## config.mk

```make
export PLATFORM = sky130hd
export DESIGN_NAME = intr_status_mask
export DESIGN_NICKNAME = d
export VERILOG_FILES = /design/src/hdl/intr_pkg.sv /design/src/hdl/intr_flag_bit.sv /design/src/hdl/intr_status_mask.sv
export SDC_FILE = /design/constraint.sdc
export NUM_CORES = 1
export LEC_CHECK = 0
export ABC_AREA = 1
export CORE_MARGIN = 4
export CORE_UTILIZATION = 35
export DETAILED_ROUTE_END_ITERATION = 10
export DONT_BUFFER_PORTS = 1
export HOLD_SLACK_MARGIN = 0.02
export SYNTH_ARGS = -nofsm -noshare
export SYNTH_HDL_FRONTEND = slang
export SYNTH_HIERARCHICAL = 1
export SYNTH_SLANG_ARGS = --single-unit
```

## constraint.sdc

```tcl
create_clock -name clk_i -period 1.2 [get_ports clk_i]
set_input_delay 0.12 -clock clk_i [delete_from_list [all_inputs] [get_ports clk_i]]
set_output_delay 0.12 -clock clk_i [all_outputs]
set_load 0.03 [all_outputs]
```

## src/hdl/intr_pkg.sv

```systemverilog
// Purpose: shared constants and carriers for the interrupt status and mask block
// Assumes: 32-bit register bus with single-cycle read and write strobes
// Notes:   flag positions follow the unmasked event flag register
package intr_pkg;
  localparam logic [7:0]  OFF_MASK       = 8'h30;
  localparam logic [7:0]  OFF_RAW        = 8'h34;
  localparam logic [7:0]  OFF_MASKED     = 8'h2C;
  localparam logic [7:0]  OFF_CLR_ALL    = 8'h40;
  localparam logic [7:0]  OFF_CLR_RXUND  = 8'h44;
  localparam logic [7:0]  OFF_CLR_RXOVR  = 8'h48;
  localparam logic [7:0]  OFF_CLR_TXOVR  = 8'h4C;
  localparam logic [7:0]  OFF_CLR_RDREQ  = 8'h50;
  localparam logic [7:0]  OFF_CLR_ABRT   = 8'h54;
  localparam logic [7:0]  OFF_CLR_DONE   = 8'h58;
  localparam logic [7:0]  OFF_CLR_ACT    = 8'h5C;
  localparam logic [7:0]  OFF_CLR_STOP   = 8'h60;
  localparam logic [7:0]  OFF_CLR_START  = 8'h64;
  localparam logic [7:0]  OFF_CLR_GCALL  = 8'h68;

  localparam int          NUM_FLAGS      = 12;
  localparam int          B_RX_UNDER     = 0;
  localparam int          B_RX_OVER      = 1;
  localparam int          B_RX_FULL      = 2;
  localparam int          B_TX_OVER      = 3;
  localparam int          B_TX_EMPTY     = 4;
  localparam int          B_RD_REQ       = 5;
  localparam int          B_TX_ABRT      = 6;
  localparam int          B_RX_DONE      = 7;
  localparam int          B_ACTIVITY     = 8;
  localparam int          B_STOP_DET     = 9;
  localparam int          B_START_DET    = 10;
  localparam int          B_GEN_CALL     = 11;

  localparam logic [11:0] MASK_RESET     = 12'h8FF;
  localparam logic [11:0] FLAGS_RESET    = 12'h000;
  // flags cleared only by hardware level conditions
  localparam logic [11:0] HW_CLEAR_SET   = 12'h014;
  localparam logic [31:0] ABORT_RESET    = 32'h0000_0000;

  typedef struct packed {
    logic        start_det;
    logic        stop_det;
    logic        gen_call_ack;
    logic        slave_tx_nack;
    logic        tx_abort;
    logic [31:0] abort_reason;
    logic        rx_byte_in;
    logic        rx_fifo_full;
    logic        rx_at_thresh;
    logic        tx_at_thresh;
    logic        tx_fifo_full;
    logic        rd_req_addr;
    logic        fsm_active;
  } bus_events_t;

  typedef struct packed {
    logic        rd;
    logic        wr;
    logic [7:0]  addr;
    logic [31:0] wdata;
  } reg_req_t;
endpackage : intr_pkg

```

## src/hdl/intr_flag_bit.sv

```systemverilog
// Purpose: one sticky event flag with set priority over clear
// Assumes: set, clear and hold inputs are synchronous to clk_i
// Notes:   hold forces the flag low while asserted
module intr_flag_bit (
  input  wire logic clk_i,
  input  wire logic sys_rst_i,
  input  wire logic set_i,
  input  wire logic clr_i,
  input  wire logic hold_i,
  output logic      flag_o
);
  typedef struct packed {
    logic flag;
  } flag_state_t;

  flag_state_t state;
  flag_state_t next_state;

  always_comb begin
    next_state = state;
    if (hold_i) begin
      next_state.flag = 1'b0;
    end else if (set_i) begin
      next_state.flag = 1'b1;
    end else if (clr_i) begin
      next_state.flag = 1'b0;
    end
  end

  always_ff @(posedge clk_i) begin
    if (sys_rst_i) begin
      state <= '0;
    end else begin
      state <= next_state;
    end
  end

  assign flag_o = state.flag;
endmodule : intr_flag_bit

```

## src/hdl/intr_status_mask.sv

```systemverilog
// Purpose: raw event flags, mask and masked status of a two-wire bus controller
// Assumes: bus event strobes come from logic on clk_i; reads return data next cycle
// Notes:   reading a clear register returns its flag state before clearing
module intr_status_mask (
  input  wire logic                 clk_i,
  input  wire logic                 sys_rst_i,
  input  wire logic                 reg_rd_i,
  input  wire logic                 reg_wr_i,
  input  wire logic [7:0]           reg_addr_i,
  input  wire logic [31:0]          reg_wdata_i,
  input  wire logic                 data_cmd_wr_i,
  input  wire logic                 data_cmd_rd_i,
  input  wire logic                 rx_fifo_empty_i,
  input  wire logic                 controller_enable_i,
  input  wire intr_pkg::bus_events_t ev_i,
  output logic [31:0]               reg_rdata_o,
  output logic                      reg_rvalid_o,
  output logic                      intr_o,
  output logic                      tx_fifo_flush_o,
  output logic                      rx_fifo_flush_o,
  output logic                      scl_hold_low_o,
  output logic                      internal_enable_state_o,
  output logic [31:0]               abort_reason_record_o
);
  typedef struct packed {
    logic [11:0] interrupt_enable_mask;
    logic [31:0] abort_reason_record;
    logic        internal_enable_state;
    logic        tx_empty;
    logic        rx_full;
    logic [31:0] rdata;
    logic        rvalid;
    logic        intr;
    logic        tx_flush;
    logic        rx_flush;
    logic        scl_hold;
  } top_state_t;

  top_state_t  state;
  top_state_t  next_state;
  logic [11:0] sticky;
  logic [11:0] set_vec;
  logic [11:0] clr_vec;
  logic [11:0] hold_vec;
  logic [11:0] unmasked_event_flags;
  logic [11:0] masked_event_flags;
  logic        rd_clr_all;

  function automatic logic rd_hit(input logic [7:0] a, input logic [7:0] off);
    rd_hit = reg_rd_i && (a == off);
  endfunction : rd_hit

  assign rd_clr_all = rd_hit(reg_addr_i, intr_pkg::OFF_CLR_ALL);

  always_comb begin
    set_vec  = '0;
    clr_vec  = '0;
    hold_vec = '0;
    set_vec[intr_pkg::B_GEN_CALL]  = ev_i.gen_call_ack;
    set_vec[intr_pkg::B_START_DET] = ev_i.start_det;
    set_vec[intr_pkg::B_STOP_DET]  = ev_i.stop_det;
    set_vec[intr_pkg::B_ACTIVITY]  = ev_i.fsm_active;
    set_vec[intr_pkg::B_RX_DONE]   = ev_i.slave_tx_nack;
    set_vec[intr_pkg::B_TX_ABRT]   = ev_i.tx_abort;
    set_vec[intr_pkg::B_RD_REQ]    = ev_i.rd_req_addr;
    set_vec[intr_pkg::B_TX_OVER]   = data_cmd_wr_i && ev_i.tx_fifo_full;
    set_vec[intr_pkg::B_RX_OVER]   = ev_i.rx_byte_in && ev_i.rx_fifo_full;
    set_vec[intr_pkg::B_RX_UNDER]  = data_cmd_rd_i && rx_fifo_empty_i;
    clr_vec[intr_pkg::B_GEN_CALL]  = rd_hit(reg_addr_i, intr_pkg::OFF_CLR_GCALL);
    clr_vec[intr_pkg::B_START_DET] = rd_hit(reg_addr_i, intr_pkg::OFF_CLR_START);
    clr_vec[intr_pkg::B_STOP_DET]  = rd_hit(reg_addr_i, intr_pkg::OFF_CLR_STOP);
    clr_vec[intr_pkg::B_ACTIVITY]  = rd_hit(reg_addr_i, intr_pkg::OFF_CLR_ACT);
    clr_vec[intr_pkg::B_RX_DONE]   = rd_hit(reg_addr_i, intr_pkg::OFF_CLR_DONE);
    clr_vec[intr_pkg::B_TX_ABRT]   = rd_hit(reg_addr_i, intr_pkg::OFF_CLR_ABRT);
    clr_vec[intr_pkg::B_RD_REQ]    = rd_hit(reg_addr_i, intr_pkg::OFF_CLR_RDREQ);
    clr_vec[intr_pkg::B_TX_OVER]   = rd_hit(reg_addr_i, intr_pkg::OFF_CLR_TXOVR);
    clr_vec[intr_pkg::B_RX_OVER]   = rd_hit(reg_addr_i, intr_pkg::OFF_CLR_RXOVR);
    clr_vec[intr_pkg::B_RX_UNDER]  = rd_hit(reg_addr_i, intr_pkg::OFF_CLR_RXUND);
    clr_vec = clr_vec | ({12{rd_clr_all}} & ~intr_pkg::HW_CLEAR_SET);
    // disable clears broadcast at once, activity once the state machines are idle, overflow and underflow flags when internal enable drops
    hold_vec[intr_pkg::B_GEN_CALL] = !controller_enable_i;
    hold_vec[intr_pkg::B_ACTIVITY] = !controller_enable_i && !ev_i.fsm_active;
    hold_vec[intr_pkg::B_TX_OVER]  = !state.internal_enable_state;
    hold_vec[intr_pkg::B_RX_OVER]  = !state.internal_enable_state;
    hold_vec[intr_pkg::B_RX_UNDER] = !state.internal_enable_state;
  end

  genvar gi;
  generate
    for (gi = 0; gi < intr_pkg::NUM_FLAGS; gi++) begin : g_flag
      if (((intr_pkg::HW_CLEAR_SET >> gi) & 12'h001) != 12'h000) begin : g_hw
        assign sticky[gi] = 1'b0;
      end else begin : g_sw
        intr_flag_bit u_flag (
          .clk_i     (clk_i),
          .sys_rst_i (sys_rst_i),
          .set_i     (set_vec[gi]),
          .clr_i     (clr_vec[gi]),
          .hold_i    (hold_vec[gi]),
          .flag_o    (sticky[gi])
        );
      end
    end
  endgenerate

  always_comb begin
    unmasked_event_flags = sticky;
    unmasked_event_flags[intr_pkg::B_TX_EMPTY] = state.tx_empty;
    unmasked_event_flags[intr_pkg::B_RX_FULL]  = state.rx_full;
    masked_event_flags = unmasked_event_flags & state.interrupt_enable_mask;
  end

  always_comb begin
    next_state = state;
    next_state.rvalid = reg_rd_i;
    next_state.rdata  = '0;
    // internal enable drops only once the state machines are idle
    if (controller_enable_i) begin
      next_state.internal_enable_state = 1'b1;
    end else if (!ev_i.fsm_active) begin
      next_state.internal_enable_state = 1'b0;
    end
    if (controller_enable_i) begin
      next_state.tx_empty = ev_i.tx_at_thresh || state.tx_flush;
    end else begin
      next_state.tx_empty = ev_i.fsm_active;
    end
    next_state.rx_full = controller_enable_i && ev_i.rx_at_thresh;
    if (reg_wr_i && reg_addr_i == intr_pkg::OFF_MASK) begin
      next_state.interrupt_enable_mask = reg_wdata_i[11:0];
    end
    if (ev_i.tx_abort) begin
      next_state.abort_reason_record = ev_i.abort_reason;
    end else if (rd_clr_all || clr_vec[intr_pkg::B_TX_ABRT]) begin
      next_state.abort_reason_record = intr_pkg::ABORT_RESET;
    end
    next_state.tx_flush = !controller_enable_i || set_vec[intr_pkg::B_TX_ABRT]
                        || (sticky[intr_pkg::B_TX_ABRT] && !clr_vec[intr_pkg::B_TX_ABRT]);
    next_state.rx_flush = !controller_enable_i;
    next_state.scl_hold = set_vec[intr_pkg::B_RD_REQ]
                        || (sticky[intr_pkg::B_RD_REQ] && !clr_vec[intr_pkg::B_RD_REQ]);
    next_state.intr = |masked_event_flags;
    if (reg_rd_i) begin
      case (reg_addr_i)
        intr_pkg::OFF_MASK:      next_state.rdata = {20'h00000, state.interrupt_enable_mask};
        intr_pkg::OFF_RAW:       next_state.rdata = {20'h00000, unmasked_event_flags};
        intr_pkg::OFF_MASKED:    next_state.rdata = {20'h00000, masked_event_flags};
        intr_pkg::OFF_CLR_ALL:   next_state.rdata = {31'h0, |masked_event_flags};
        intr_pkg::OFF_CLR_RXUND: next_state.rdata = {31'h0, sticky[intr_pkg::B_RX_UNDER]};
        intr_pkg::OFF_CLR_RXOVR: next_state.rdata = {31'h0, sticky[intr_pkg::B_RX_OVER]};
        intr_pkg::OFF_CLR_TXOVR: next_state.rdata = {31'h0, sticky[intr_pkg::B_TX_OVER]};
        intr_pkg::OFF_CLR_RDREQ: next_state.rdata = {31'h0, sticky[intr_pkg::B_RD_REQ]};
        intr_pkg::OFF_CLR_ABRT:  next_state.rdata = {31'h0, sticky[intr_pkg::B_TX_ABRT]};
        intr_pkg::OFF_CLR_DONE:  next_state.rdata = {31'h0, sticky[intr_pkg::B_RX_DONE]};
        intr_pkg::OFF_CLR_ACT:   next_state.rdata = {31'h0, sticky[intr_pkg::B_ACTIVITY]};
        intr_pkg::OFF_CLR_STOP:  next_state.rdata = {31'h0, sticky[intr_pkg::B_STOP_DET]};
        intr_pkg::OFF_CLR_START: next_state.rdata = {31'h0, sticky[intr_pkg::B_START_DET]};
        intr_pkg::OFF_CLR_GCALL: next_state.rdata = {31'h0, sticky[intr_pkg::B_GEN_CALL]};
        default:                 next_state.rdata = '0;
      endcase
    end
  end

  always_ff @(posedge clk_i) begin
    if (sys_rst_i) begin
      state                       <= '0;
      state.interrupt_enable_mask <= intr_pkg::MASK_RESET;
      state.abort_reason_record   <= intr_pkg::ABORT_RESET;
    end else begin
      state <= next_state;
    end
  end

  assign reg_rdata_o             = state.rdata;
  assign reg_rvalid_o            = state.rvalid;
  assign intr_o                  = state.intr;
  assign tx_fifo_flush_o         = state.tx_flush;
  assign rx_fifo_flush_o         = state.rx_flush;
  assign scl_hold_low_o          = state.scl_hold;
  assign internal_enable_state_o = state.internal_enable_state;
  assign abort_reason_record_o   = state.abort_reason_record;

  masked_gate_a: assert property (@(posedge clk_i) disable iff (sys_rst_i)
    !state.interrupt_enable_mask[intr_pkg::B_START_DET] |-> !masked_event_flags[intr_pkg::B_START_DET])
    else $error("masked start flag passed a zero mask");
  raw_shows_a: assert property (@(posedge clk_i) disable iff (sys_rst_i)
    ev_i.start_det |=> unmasked_event_flags[intr_pkg::B_START_DET])
    else $error("raw start flag missed its event");
  gcall_disable_a: assert property (@(posedge clk_i) disable iff (sys_rst_i)
    !controller_enable_i |=> !unmasked_event_flags[intr_pkg::B_GEN_CALL])
    else $error("broadcast flag survived disable");
  stop_sets_a: assert property (@(posedge clk_i) disable iff (sys_rst_i)
    ev_i.stop_det |=> unmasked_event_flags[intr_pkg::B_STOP_DET])
    else $error("stop flag missed its event");
  act_sticky_a: assert property (@(posedge clk_i) disable iff (sys_rst_i)
    (sticky[intr_pkg::B_ACTIVITY] && controller_enable_i && !clr_vec[intr_pkg::B_ACTIVITY])
    |=> sticky[intr_pkg::B_ACTIVITY])
    else $error("activity flag dropped without clear");
  abort_flush_a: assert property (@(posedge clk_i) disable iff (sys_rst_i)
    ev_i.tx_abort |=> tx_fifo_flush_o ##1 (tx_fifo_flush_o || !sticky[intr_pkg::B_TX_ABRT]))
    else $error("transmit fifo not flushed on abort");
  rdreq_hold_a: assert property (@(posedge clk_i) disable iff (sys_rst_i)
    ev_i.rd_req_addr |=> scl_hold_low_o)
    else $error("clock not held on read request");
  rxfull_dis_a: assert property (@(posedge clk_i) disable iff (sys_rst_i)
    $fell(controller_enable_i) |=> !unmasked_event_flags[intr_pkg::B_RX_FULL])
    else $error("rx threshold flag not cleared on disable");
  underflow_a: assert property (@(posedge clk_i) disable iff (sys_rst_i)
    (data_cmd_rd_i && rx_fifo_empty_i && state.internal_enable_state && controller_enable_i)
    |=> unmasked_event_flags[intr_pkg::B_RX_UNDER])
    else $error("underflow flag missed empty read");
  intr_or_a: assert property (@(posedge clk_i) disable iff (sys_rst_i)
    intr_o == $past(|masked_event_flags))
    else $error("interrupt not or of masked flags");
endmodule : intr_status_mask

```

==> results of run 1 <==
[Yosys cell counts, drive strengths merged]
cell type	n	area, µm²
a21oi	48	278
buf	71	537
clkbuf	10	37.5
conb	1	3.75
dfxtp	74	1480
inv	74	278
nand2	195	744
nand3	26	130
nor2	45	196
nor3	3	15.0
o211ai	7	52.6
o21a	1	7.51
o21ai	12	60.1
o221ai	2	17.5
[routing by layer]
metal / up-vias / routed length [µm]
met2: 159 / 5400
met3: 8 / 881
met1: 1680 / 4610
met4: 0 / 104
met5: - / 0
li1: 1825 / -
[report_power, final]
group	internal [mW]	leakage (nW)	total, mW	switching [mW]
Sequential	2.55	0.609	2.63	0.0782
Combinational	0.366	1.68	0.893	0.527
Clock	0.787	0.0879	1.70	0.910
Total	3.70	2.38	5.22	1.52
[kinds of logic after synthesis]
family / synth area share [%]
simple gates: 28.3
flops: 38.6
compound gates: 10.8
other cells: 0.0977
buf+inv: 22.2
[sequential cells by signal (all words and copies together), names as in the netlist, 10 cells and up]
signal,cells
state,14
g_flag.g_sw.u_flag/flag_o,10
abort_reason_record_o,32
reg_rdata_o,12
[tightest hold or removal path, delay by kind of cell]
family / cells / cell delay, ps
AOI/OAI and AO/OA: 1 / 50
and+or+nand+nor: 1 / 50
buffers and inverters: 2 / 90
[per-stage QoR]
step                power (mW)  TNS [ps]  util [%]
global route              5.46         0      47.1
CTS                       5.24         0      46.0
finish                    5.22         0      47.1
detailed placement        3.32     -8030      38.3
floorplan                 3.28         0         -
global placement          3.31     -6140      38.3
[final timing paths]
path | start | to | slack, ps
worst max-delay path | ev_i[28] | abort_reason_record_o[21]$_SDFFE_PP0P_ | 20
worst min-delay path | ev_i[6] | g_flag[1].g_sw.u_flag/flag_o$_SDFFE_PP0P_ | -0.9
worst max register to register | g_flag[7].g_sw.u_flag/flag_o$_SDFFE_PP0P_ | reg_rdata_o[0]$_SDFF_PP0_ | 90
worst min register to register | abort_reason_record_o[16]$_SDFFE_PP0P_ | abort_reason_record_o[16]$_SDFFE_PP0P_ | 470
[timing repair]
| item | 4_1_cts | 5_1_grt |
|---|---|---|
| resized for setup | 0 | 37 |
| hold endpoints to repair | 63 | 16 |
| endpoints found under the setup margin | 0 | 27 |
| setup buffers | 0 | 2 |
| hold buffers | 63 | 1 |
[area by class of cell]
cell class                 instances  area [µm²]
sequential                        74        1500
multi-input combinational        365        1660
timing repair buffer             132        1170
fill                            1033        5560
inverter                          74         278
tap                              136         170
clock inverter                     5        31.3
clock buffer                      10         138
==> results.txt, run 1 <==
* Maximum clock frequency: 851 MHz
* CTS tree: done
- Clock sink count: 74
* Avg Synthesized Cell Area: 6.75 µm²
* First-pass DRT Iterations: 5
- WL/cell: 13.8 µm
* Yosys reg bits: 74
* Initial antenna violation count: 0
* Die outline width: 113 µm
- Final worst hold slack: -0.935 ps
* Post-Layout Cell Count: 796
* DR DRC count: 0
* Endpoint kind of the worst setup timing path: register
- Min Clock Period, post-route: 1180 ps
- The Yosys step of the flow raised 6 warnings.
* Maximum fanout along the worst path: 1
- Synth Cell Area: 3840 µm²
* Most common library cell in the layout ignoring fill and taps: sky130_fd_sc_hd__nand2_1
- For this run, global-route usage on met2 was measured as 28.6%.
- Most frequent cells in the layout: sky130_fd_sc_hd__nand2_1, sky130_fd_sc_hd__inv_1, sky130_fd_sc_hd__buf_4, sky130_fd_sc_hd__dfxtp_1, sky130_fd_sc_hd__dlygate4sd3_1
* Portion of the post-synthesis area used by sequential elements: 38.6%
- Layout cells sized above 1: 20.9%
- The number of max-slew violations in the final report was 0.
- Leakage: 2.38 nW
* Vias in the first global route: 3,589
* Final number of setup-violating endpoints: 0
- Number of vias per cell after detailed routing: 4.61
- In this run the count of I/O pins placed on the die edge is 162.
- Path type of the worst min-delay path: in -> reg
- Cells along the critical path: dlygate4sd3_1 -> nand2_1 -> dlygate4sd3_1 -> a21oi_1
* Number of buffers inserted during clock tree synthesis: 9
* Vias post-DR: 3,672
- Total number of nets in the final design: 748
* Pwr/cell area: 1060 nW/µm²
* Area growth, synth to finish: 28.8%
* Kind of critical path: in -> reg
- Once the floorplan was initialized, standard cells occupied 36.5% of the core.
- Prior to clock tree synthesis, the placed netlist has a worst setup slack of -267 ps.
- Met1 GRT Util: 20.7%
* Period Utilization, post-route: 98.0%
- Max cap viols: 0
- The core region is 10,500 µm².
* Headroom to the max-slew limit: 46.5%
* Floorplan die area: 12,700 µm²
- Clock-pin slew was measured on the worst setup and hold paths at 80 ps.
- Max stage delay cell, worst path: sky130_fd_sc_hd__dlygate4sd3_1
- Setup repair after global routing left no endpoint under its margin.
- Overflow left after global routing: 0
- Global placement routability congestion: 0.961
* Clock Skews: 14.5 ps
- Worst-case vdd ir drop: 0.798 mV
- Global routing consumed, over all layers together, 16.8% of the routing resources.
* Clock latency on the worst-skew pair: 350 ps
* Port buffer count: 0
- Hold path depth: 4
- The critical path runs through a total of 4 cells.
- The worst setup path is launched from an input pin.
- Number of instances in the placed design: 715
- Summed over all nets, the half-perimeter wirelength after detailed placement is 7510 µm.
- Data arrives at the worst endpoint at 1470 ps.
* Cell repeated most along the worst path: sky130_fd_sc_hd__dlygate4sd3_1
- Maximum single-stage delay on the critical path: 570 ps
- Synthesis produced a netlist whose cell count is 569.
- Post-synth cell types: 23
- Counting along the longest clock path gives a buffer depth of 2.
* Number of diodes added for antenna fixing: 0
* Maximum number of pins on one net before global-route repair: 47
* Residual antenna-violating net count after detailed routing: 0
- Largest delay share family, worst path: buffers and inverters
- Count of buffer and inverter cells on the critical path: 2
* Global-route wire length before repair: 17,200 µm
- Most used routing layer in global routing: met2
- The H-tree was split into 3 levels.
- For the worst setup path, the data required time is 1490 ps.
- Worst-margin pin slew: 803 ps
* Placed Instance Area: 4030 µm²
- The cell sitting at the root of the clock tree is a sky130_fd_sc_hd__clkbuf_8.
* Total non-filler cell area in the finished layout: 4940 µm²
* DIE HEIGHT: 113 µm
* Outcome: finished, violations left
- Row generation in the floorplan step produced 37 rows.
- Initial detailed-routing violation count: 235
- Met3 Track Usage GR: 5.03%
- Violated checks: hold timing
* Total Routed Length: 11,000 µm
- Register-to-Register Path Depth: 8
- Final Hold Violating Endpoints: 1
- The worst path meets setup with 24.4 ps of slack.
Power figures use the tool's default switching activity.
==> inputs of run 2 (changes only) <==
BUFFER_PORTS_ARGS = -buffer_cell sky130_fd_sc_hd__buf_2   (was not set)
DONT_BUFFER_PORTS = not set   (was 1)
==> run 2 against run 1 <==
Compared with the run above:
- the run now ends clean
- cell count grew 9.2%
- global-route usage fell by 0.65 points
- wire length down 2.2%
- die area unchanged
- worst setup slack better by 38 ps
- power rose by 4.8%
- sequential power is essentially flat
- sequential share of layout area decreased by 1.2 points
- fmax is 3.3% higher
- combinational power rose by 6.6%
- critical endpoint is now reg_rdata_o[0]$_SDFF_PP0_
==> results.txt, run 2 (synthesis gave the netlist of run 1 again) <==
- Port buffer count: 121 (was 0)
- Total chip power: 5.47 mW (was 5.22 mW)
- The initial antenna violation count is 0 (unchanged).
* Number of vias per cell after detailed routing: 4.35 (was 4.61)
* Endpoint kind of the worst setup timing path: register (unchanged)
* Floorplan die area: 12,700 µm² (unchanged)
* Timing startpoint of the critical path: g_flag[7].g_sw.u_flag/flag_o$_SDFFE_PP0P_ (was ev_i[28])
- The core region area is 10,500 µm² (unchanged).
- The post-route fraction of the period consumed by the critical path is 94.8% (was 98.0%).
- RSZ-0062 raised after global routing: no (unchanged)
- The most common cell after layout, fill and taps aside was sky130_fd_sc_hd__nand2_1 (unchanged).
* Global placement routability congestion: 0.884 (was 0.961)
* Number of diodes added for antenna fixing: 0 (unchanged)
- The number of sinks on the clock net came to 74 (unchanged).
- The shortest clock period the worst path allows after layout was 1140 ps (was 1180 ps).
- Maximum fanout along the worst path: 2 (was 1)
* Vias post-DR: 3,780 (was 3,672)
- Max reg flops: 32 (unchanged)
* Required @ worst endpoint: 1440 ps (was 1490 ps)
- The category of the most critical setup path is reg -> reg (was in -> reg).
- Most frequent cells in the layout: sky130_fd_sc_hd__nand2_1, sky130_fd_sc_hd__buf_2, sky130_fd_sc_hd__dfxtp_1, sky130_fd_sc_hd__inv_1, sky130_fd_sc_hd__dlygate4sd3_1 (was sky130_fd_sc_hd__nand2_1, sky130_fd_sc_hd__inv_1, sky130_fd_sc_hd__buf_4, sky130_fd_sc_hd__dfxtp_1, sky130_fd_sc_hd__dlygate4sd3_1).
- The floorplan die height is 113 µm (unchanged).
* Share of the core filled with cells in the final layout: 48.5% (was 47.1%)
- The count of cells along the worst register-to-register path came to 8 (unchanged).
- The global routing usage summed across all routing layers was 16.2% (was 16.8%).
- The area of all placed cells without fillers is 5090 µm² (was 4940 µm²).
* Global-route wire length before repair: 17,000 µm (was 17,200 µm)
- Final Hold Violating Endpoints: 0 (was 1)
- Min-Delay Endpoint: abort_reason_record_o[2]$_SDFFE_PP0P_ (was g_flag[1].g_sw.u_flag/flag_o$_SDFFE_PP0P_)
- Final number of setup-violating endpoints: 0 (unchanged)
* Clock transition at path regs: 80 ps (about the same)
- Area growth, synth to finish: 32.7% (was 28.8%)
- Met3 Track Usage GR: 4.22% (was 5.03%)
- First-pass DRT Iterations: 4 (was 5)
* Max cap viols: 0 (unchanged)
- The maximum number of buffers from clock root to sink is 2 (unchanged).
* Root buffer selected by CTS: sky130_fd_sc_hd__clkbuf_8 (unchanged)
* WL/cell: 12.4 µm (was 13.8 µm)
- Clock latency on the worst-skew pair: 350 ps (about the same)
- Maximum clock frequency: 879 MHz (was 851 MHz)
- Pins Over Slew Limit: 0 (unchanged)
- The remaining design rule violation count was 0 (unchanged).
- The largest net degree at the start of global routing is 38 (was 47).
- The setup clock skew after layout is 11.8 ps (was 14.5 ps).
* Die outline width: 113 µm (unchanged)
- Vias in the first global route: 3,686 (was 3,589)
- The starting density of the core was 36.5% (unchanged).
- The layer carrying the most global-route usage is met2 (unchanged).
* Register-to-register setup slack: 60 ps (was 90 ps)
- The DRC marker count from the first detailed-route iteration is 145 (was 235).
- Nature of the critical path startpoint: register (was input pin)
* Start of the worst register-to-register path: g_flag[7].g_sw.u_flag/flag_o$_SDFFE_PP0P_ (unchanged)
- The total congestion overflow was 0 (unchanged).
- Path type of the worst min-delay path: in -> reg (unchanged)
- H-tree lvl count: 3 (unchanged)
* Met1 GRT Util: 19.6% (was 20.7%)
- The power density over cell area is 1070 nW/µm² (was 1060 nW/µm²).
* CTS tree: done (unchanged)
* Hold path depth: 3 (was 4)
* Leakage: 2.66 nW (was 2.38 nW)
- Outcome: finished, final reports clean (was finished, violations left).
* Placement Rows: 37 (unchanged)
- Setup TNS: 0 ps (unchanged)
- The largest vdd supply drop is 0.522 mV (was 0.798 mV).
* Arrival time of data at the critical path endpoint: 1380 ps (was 1470 ps)
- The global routing met2 resource utilization was 28.8% (was 28.6%).
- The CTS buffer count is 9 (unchanged).
- Boundary Pins: 162 (unchanged)
* Startpoint of the worst hold path: ev_i[9] (was ev_i[6])
- The count of fill cells added during filler insertion was 1,065 (was 1,033).
- DPL Wire Length: 7980 µm (was 7510 µm)
- Residual antenna-violating net count after detailed routing: 0 (unchanged)
- Total number of nets in the final design: 820 (was 748)
* Total Routed Length: 10,700 µm (was 11,000 µm)
- Placed Instance Area: 4410 µm² (was 4030 µm²)
- The layout cell share with drive strength beyond 1 was 27.1% (was 20.9%).
* Destination of the worst register-to-register timing path: reg_rdata_o[0]$_SDFF_PP0_ (unchanged)
## run 2: changes by cell type in the layout (fill, tap and decap cells not counted), sizes merged
cell | previous run | this run
clkinv | 4 | 1
dlygate4sd3 | 59 | 45
dlymetal6s4s | 3 | 0
clkinvlp | 1 | 3
buf | 70 | 159
inv | 74 | 75
bufinv | 0 | 1
## run 2: area by class of cell
class / count / area [µm²] / share of cell area [%]
sequential: 74 / 1480 / 29.1
clock inverter: 6 / 66.3 / 1.30
inverter: 74 / 278 / 5.45
tap: 136 / 170 / 3.34
multi-input combinational: 365 / 1610 / 31.6
timing repair buffer: 204 / 1360 / 26.7
clock buffer: 10 / 128 / 2.51
## run 2: worst max-delay path by stage
| stage | to | cells after the start |
|---|---|---|
| final | reg_rdata_o[0]$_SDFF_PP0_ | 8 |
| after global routing | reg_rdata_o[0]$_SDFF_PP0_ | 8 |
| after CTS | abort_reason_record_o[7]$_SDFFE_PP0P_ | 9 |
| after detailed placement | abort_reason_record_o[30]$_SDFFE_PP0P_ | 9 |
| after global placement | abort_reason_record_o[4]$_SDFFE_PP0P_ | 9 |
| after floorplan | abort_reason_record_o[23]$_SDFFE_PP0P_ | 9 |
## run 2: timing repair
item / CTS / global route
hold buffers: 46 / 0
resized for setup: 0 / 5
endpoints found under the setup margin: 0 / 39
hold endpoints to repair: 45 / 0
buffers inserted: 0 / 1
## run 2: through the flow
stage | instances | worst slack, ps | hold WS [ps]
2_1_floorplan | 593 | 57.5 | 192
3_3_place_gp | 806 | -273 | 326
3_5_place_dp | 806 | -367 | 329
4_1_cts | 868 | 12.1 | 21.4
5_1_grt | 869 | 1.87 | 40.0
6_report | 869 | 62.4 | 33.5
## run 2: critical path, cell delays in order (launching register included)
cell                      delay (ps)
sky130_fd_sc_hd__dfxtp_1         340
sky130_fd_sc_hd__nand2_1          90
sky130_fd_sc_hd__nand2_1          60
sky130_fd_sc_hd__nor2_1          100
sky130_fd_sc_hd__nand3_1         130
sky130_fd_sc_hd__nand2_1          80
sky130_fd_sc_hd__nand3_1          70
sky130_fd_sc_hd__nor2_1          110
sky130_fd_sc_hd__nor2_1           50
## run 2: layer usage
metal / part of all wire [%] / vias to the layer above
li1: - / 1965
met1: 42 / 1671
met2: 49 / 126
met3: 7.3 / 18
met4: 1.7 / 0
met5: 0 / -
## run 2: power by group
| part | internal, mW | switching [mW] |
|---|---|---|
| combinational | 0.376 | 0.576 |
| clock | 0.965 | 0.952 |
| sequential | 2.55 | 0.0539 |
==> inputs of run 3 (changes only) <==
BUFFER_PORTS_ARGS = not set   (was -buffer_cell sky130_fd_sc_hd__buf_2)
DONT_BUFFER_PORTS = 1   (was not set)
clock period = 1.4 ns   (was 1.2 ns; I/O delays follow)
==> run 3 against run 2 <==
Compared with the run above:
- first-iteration DRC count rose by 6.2%
- sequential power fell by 9.2%
- power fell by 10%
- via count fell by 9.3%
- register-to-register slack improved by 160 ps
- critical path type is now in -> reg
- critical endpoint is now g_flag[0].g_sw.u_flag/flag_o$_SDFFE_PP0P_
- largest power group unchanged
==> results.txt, run 3 (synthesis gave the netlist of run 1 again) <==
* Cells along the critical path: dlygate4sd3_1 -> nand2_1 -> dlygate4sd3_1 -> inv_1 -> inv_1 -> a21oi_2 (was nand2_1 -> nand2_1 -> nor2_1 -> nand3_1 -> nand2_1 -> nand3_1 -> nor2_1 -> nor2_1)
- First-pass DRT Iterations: 5 (was 4)
- The type of the most critical hold path was in -> reg (unchanged).
- Vias post-DR: 3,430 (was 3,780)
* Pwr/cell area: 1080 nW/µm² (was 1070 nW/µm²)
* RSZ-0062 raised after global routing: no (unchanged)
* Setup fix buffers added after clock tree synthesis: 0 (unchanged)
- The post-detailed-route wirelength per cell was 13.9 µm (was 12.4 µm).
- Clock transition at path regs: 80 ps (about the same)
* Outcome: finished, final reports clean (unchanged)
- Residual antenna-violating net count after detailed routing: 0 (unchanged)
- Period Utilization, post-route: 84.7%
- Most frequent cells in the layout: sky130_fd_sc_hd__nand2_1, sky130_fd_sc_hd__dfxtp_1, sky130_fd_sc_hd__inv_1, sky130_fd_sc_hd__dlygate4sd3_1 (was sky130_fd_sc_hd__nand2_1, sky130_fd_sc_hd__buf_2, sky130_fd_sc_hd__dfxtp_1, sky130_fd_sc_hd__inv_1, sky130_fd_sc_hd__dlygate4sd3_1)
- Arrival time of data at the critical path endpoint: 1480 ps (was 1380 ps)
- The worst path required time is 1690 ps (was 1440 ps).
* Vias in the first global route: 3,344 (was 3,686)
- The CTS buffer count was 9 (unchanged).
* Clock latency on the worst-skew pair: 360 ps (was 350 ps)
- Capture point of the worst path: g_flag[0].g_sw.u_flag/flag_o$_SDFFE_PP0P_ (was reg_rdata_o[0]$_SDFF_PP0_)
- Overflow left after global routing: 0 (unchanged)
* Startpoint of the worst hold path: data_cmd_wr_i (was ev_i[9])
* Root buffer selected by CTS: sky130_fd_sc_hd__clkbuf_8 (unchanged)
* DPL Wire Length: 7160 µm (was 7980 µm)
- The die extent in x came to 113 µm (unchanged).
* Max reg flops: 32 (unchanged)
* Placed Instance Area: 3660 µm² (was 4410 µm²)
- Worst-margin pin slew: 1030 ps
- Boundary Pins: 162 (unchanged)
- The wire length of the first global-routing pass is 16,300 µm (was 17,000 µm).
- Most common library cell in the layout ignoring fill and taps: sky130_fd_sc_hd__nand2_1 (unchanged)
- Max cap viols: 0 (unchanged)
- The final setup violation count came to 0 (unchanged).
- The nature of the critical path startpoint is an input pin (was register).
- Maximum fanout along the worst path: 1 (was 2)
* H-tree lvl count: 3 (unchanged)
* Number of diodes added for antenna fixing: 0 (unchanged)
- The DRC marker count from the first detailed-route iteration was 154 (was 145).
* Max stage delay cell, worst path: sky130_fd_sc_hd__dlygate4sd3_1 (was sky130_fd_sc_hd__dfxtp_1)
* Timing startpoint of the critical path: rx_fifo_empty_i (was g_flag[7].g_sw.u_flag/flag_o$_SDFFE_PP0P_)
* Pins Over Slew Limit: 0 (unchanged)
- The final-layout setup total negative slack came to 0 ps (unchanged).
- Total Routed Length: 10,400 µm (was 10,700 µm)
- The number of buffers and inverters on the critical path was 4 (was 0).
* Layout cells sized above 1: 9.38% (was 27.1%)
- CTS tree: done (unchanged)
* Number of vias per cell after detailed routing: 4.61 (was 4.35)
* Headroom to the max-slew limit: 31.6%
- Kind of critical path: in -> reg (was reg -> reg)
* Effective utilization at floorplan: 36.5% (unchanged)
- Final Hold Violating Endpoints: 0 (unchanged)
- Maximum single-stage delay on the critical path: 540 ps (was 340 ps)
- Register-to-Register Path Depth: 8 (unchanged)
* Total non-filler cell area in the finished layout: 4530 µm² (was 5090 µm²)
- Clock Skews: 17.2 ps (was 11.8 ps)
- Flip-flop and latch area: 1480 µm² (about the same)
* Count of cell instances traversed by the critical path: 6 (was 8)
* Largest delay share family, worst path: buffers and inverters (was simple AND/OR/NAND/NOR gates)
* Maximum number of pins on one net before global-route repair: 46 (was 38)
- Area growth, synth to finish: 18.1% (was 32.7%)
* Floorplan die area: 12,700 µm² (unchanged)
- The source of the worst register-to-register timing path is g_flag[7].g_sw.u_flag/flag_o$_SDFFE_PP0P_ (unchanged).
- Count of filler cells inserted in the layout: 1,065 (unchanged)
- The row count came to 37 (unchanged).
- The layout net count came to 695 (was 820).
* Maximum clock frequency: 844 MHz
- The type of element capturing the critical path is a register (unchanged).
* Area of combinational cells with multiple inputs: 1600 µm² (was 1610 µm²)
- Total global-route track usage: 16.2% (about the same)
- The initial antenna violation count was 0 (unchanged).
- Destination of the worst register-to-register timing path: reg_rdata_o[0]$_SDFF_PP0_ (unchanged)
- The floorplan die height came to 113 µm (unchanged).
* Register-to-register setup slack: 220 ps (was 60 ps)
* Worst-case vdd ir drop: 0.766 mV (was 0.522 mV)
- Global placement routability congestion: 0.864 (was 0.884)
- The cell leakage power came to 2.12 nW (was 2.66 nW).
- The smallest clock period supported by the final layout is computed as 1190 ps.
* Maximum root-to-sink buffer count: 2 (unchanged)
- The number of buffer cells added on primary ports came to 0 (was 121).
* Clock sink count: 74 (unchanged)
* Core Footprint: 10,500 µm² (unchanged)
* DR DRC count: 0 (unchanged)
==> run 3: cell count changes in the layout (fill, tap and decap cells not counted), sizes merged <==
cell	before	now
clkinvlp	3	1
bufinv	1	3
clkbuf	10	9
nor2	46	45
clkinv	1	2
dlymetal6s4s	0	1
buf	159	19
dlygate4sd3	45	60
==> run 3: layout make-up <==
| cell class | count | area share, % |
|---|---|---|
| Inverter | 74 | 6.13 |
| Timing Repair Buffer | 80 | 16.9 |
| Clock buffer | 9 | 2.73 |
| Multi-Input combinational cell | 364 | 35.2 |
| Sequential cell | 74 | 32.7 |
| Clock inverter | 7 | 2.57 |
| Tap cell | 136 | 3.75 |
==> run 3: worst min-delay path by stage <==
stage	to	slack [ps]	cells after the start
final	g_flag[3].g_sw.u_flag/flag_o$_SDFFE_PP0P_	30	4
after global routing	g_flag[3].g_sw.u_flag/flag_o$_SDFFE_PP0P_	40	4
after CTS	state[38]$_SDFF_PP0_	20	2
after detailed placement	rx_fifo_flush_o$_SDFF_PP0_	220	1
after global placement	rx_fifo_flush_o$_SDFF_PP0_	210	1
after floorplan	rx_fifo_flush_o$_SDFF_PP0_	210	1
==> run 3: repair_timing <==
action,in CTS,in global routing
hold endpoints to repair,63,0
resized for setup,0,1
endpoints found under the setup margin,0,30
hold buffers,62,0
==> run 3: metal layers <==
layer  track usage, %  part of all wire [%]
met3             5.61                   8.4
met5                0                     0
met2             27.8                    49
met1             18.9                    40
met4             5.29                   1.9
==> run 3: power breakdown <==
group	switching, mW	internal [mW]	total, mW	leakage (nW)
clock	0.831	1.18	2.01	0.120
combinational	0.314	0.223	0.538	1.40
sequential	0.174	2.18	2.36	0.606
total	1.32	3.59	4.91	2.12
==> run 3: tightest hold or removal path: stages <==
cell and delay, ps:
sky130_fd_sc_hd__nand2_1 40, sky130_fd_sc_hd__inv_1 30, sky130_fd_sc_hd__inv_1 70, sky130_fd_sc_hd__a21oi_2 60
==> run 3: through the flow <==
step | instances | setup WS, ps | hold slack (ps) | utilization [%] | power (mW)
2_1_floorplan | 593 | 238 | 212 | - | 2.81
3_3_place_gp | 666 | -43.6 | 212 | 34.8 | 2.75
3_5_place_dp | 666 | -96.8 | 217 | 34.8 | 2.76
4_1_cts | 744 | 14.9 | 23.2 | 43.1 | 4.96
5_1_grt | 744 | 17.1 | 37.1 | 43.1 | 5.13
6_report | 744 | 215 | 32.0 | 43.1 | 4.91
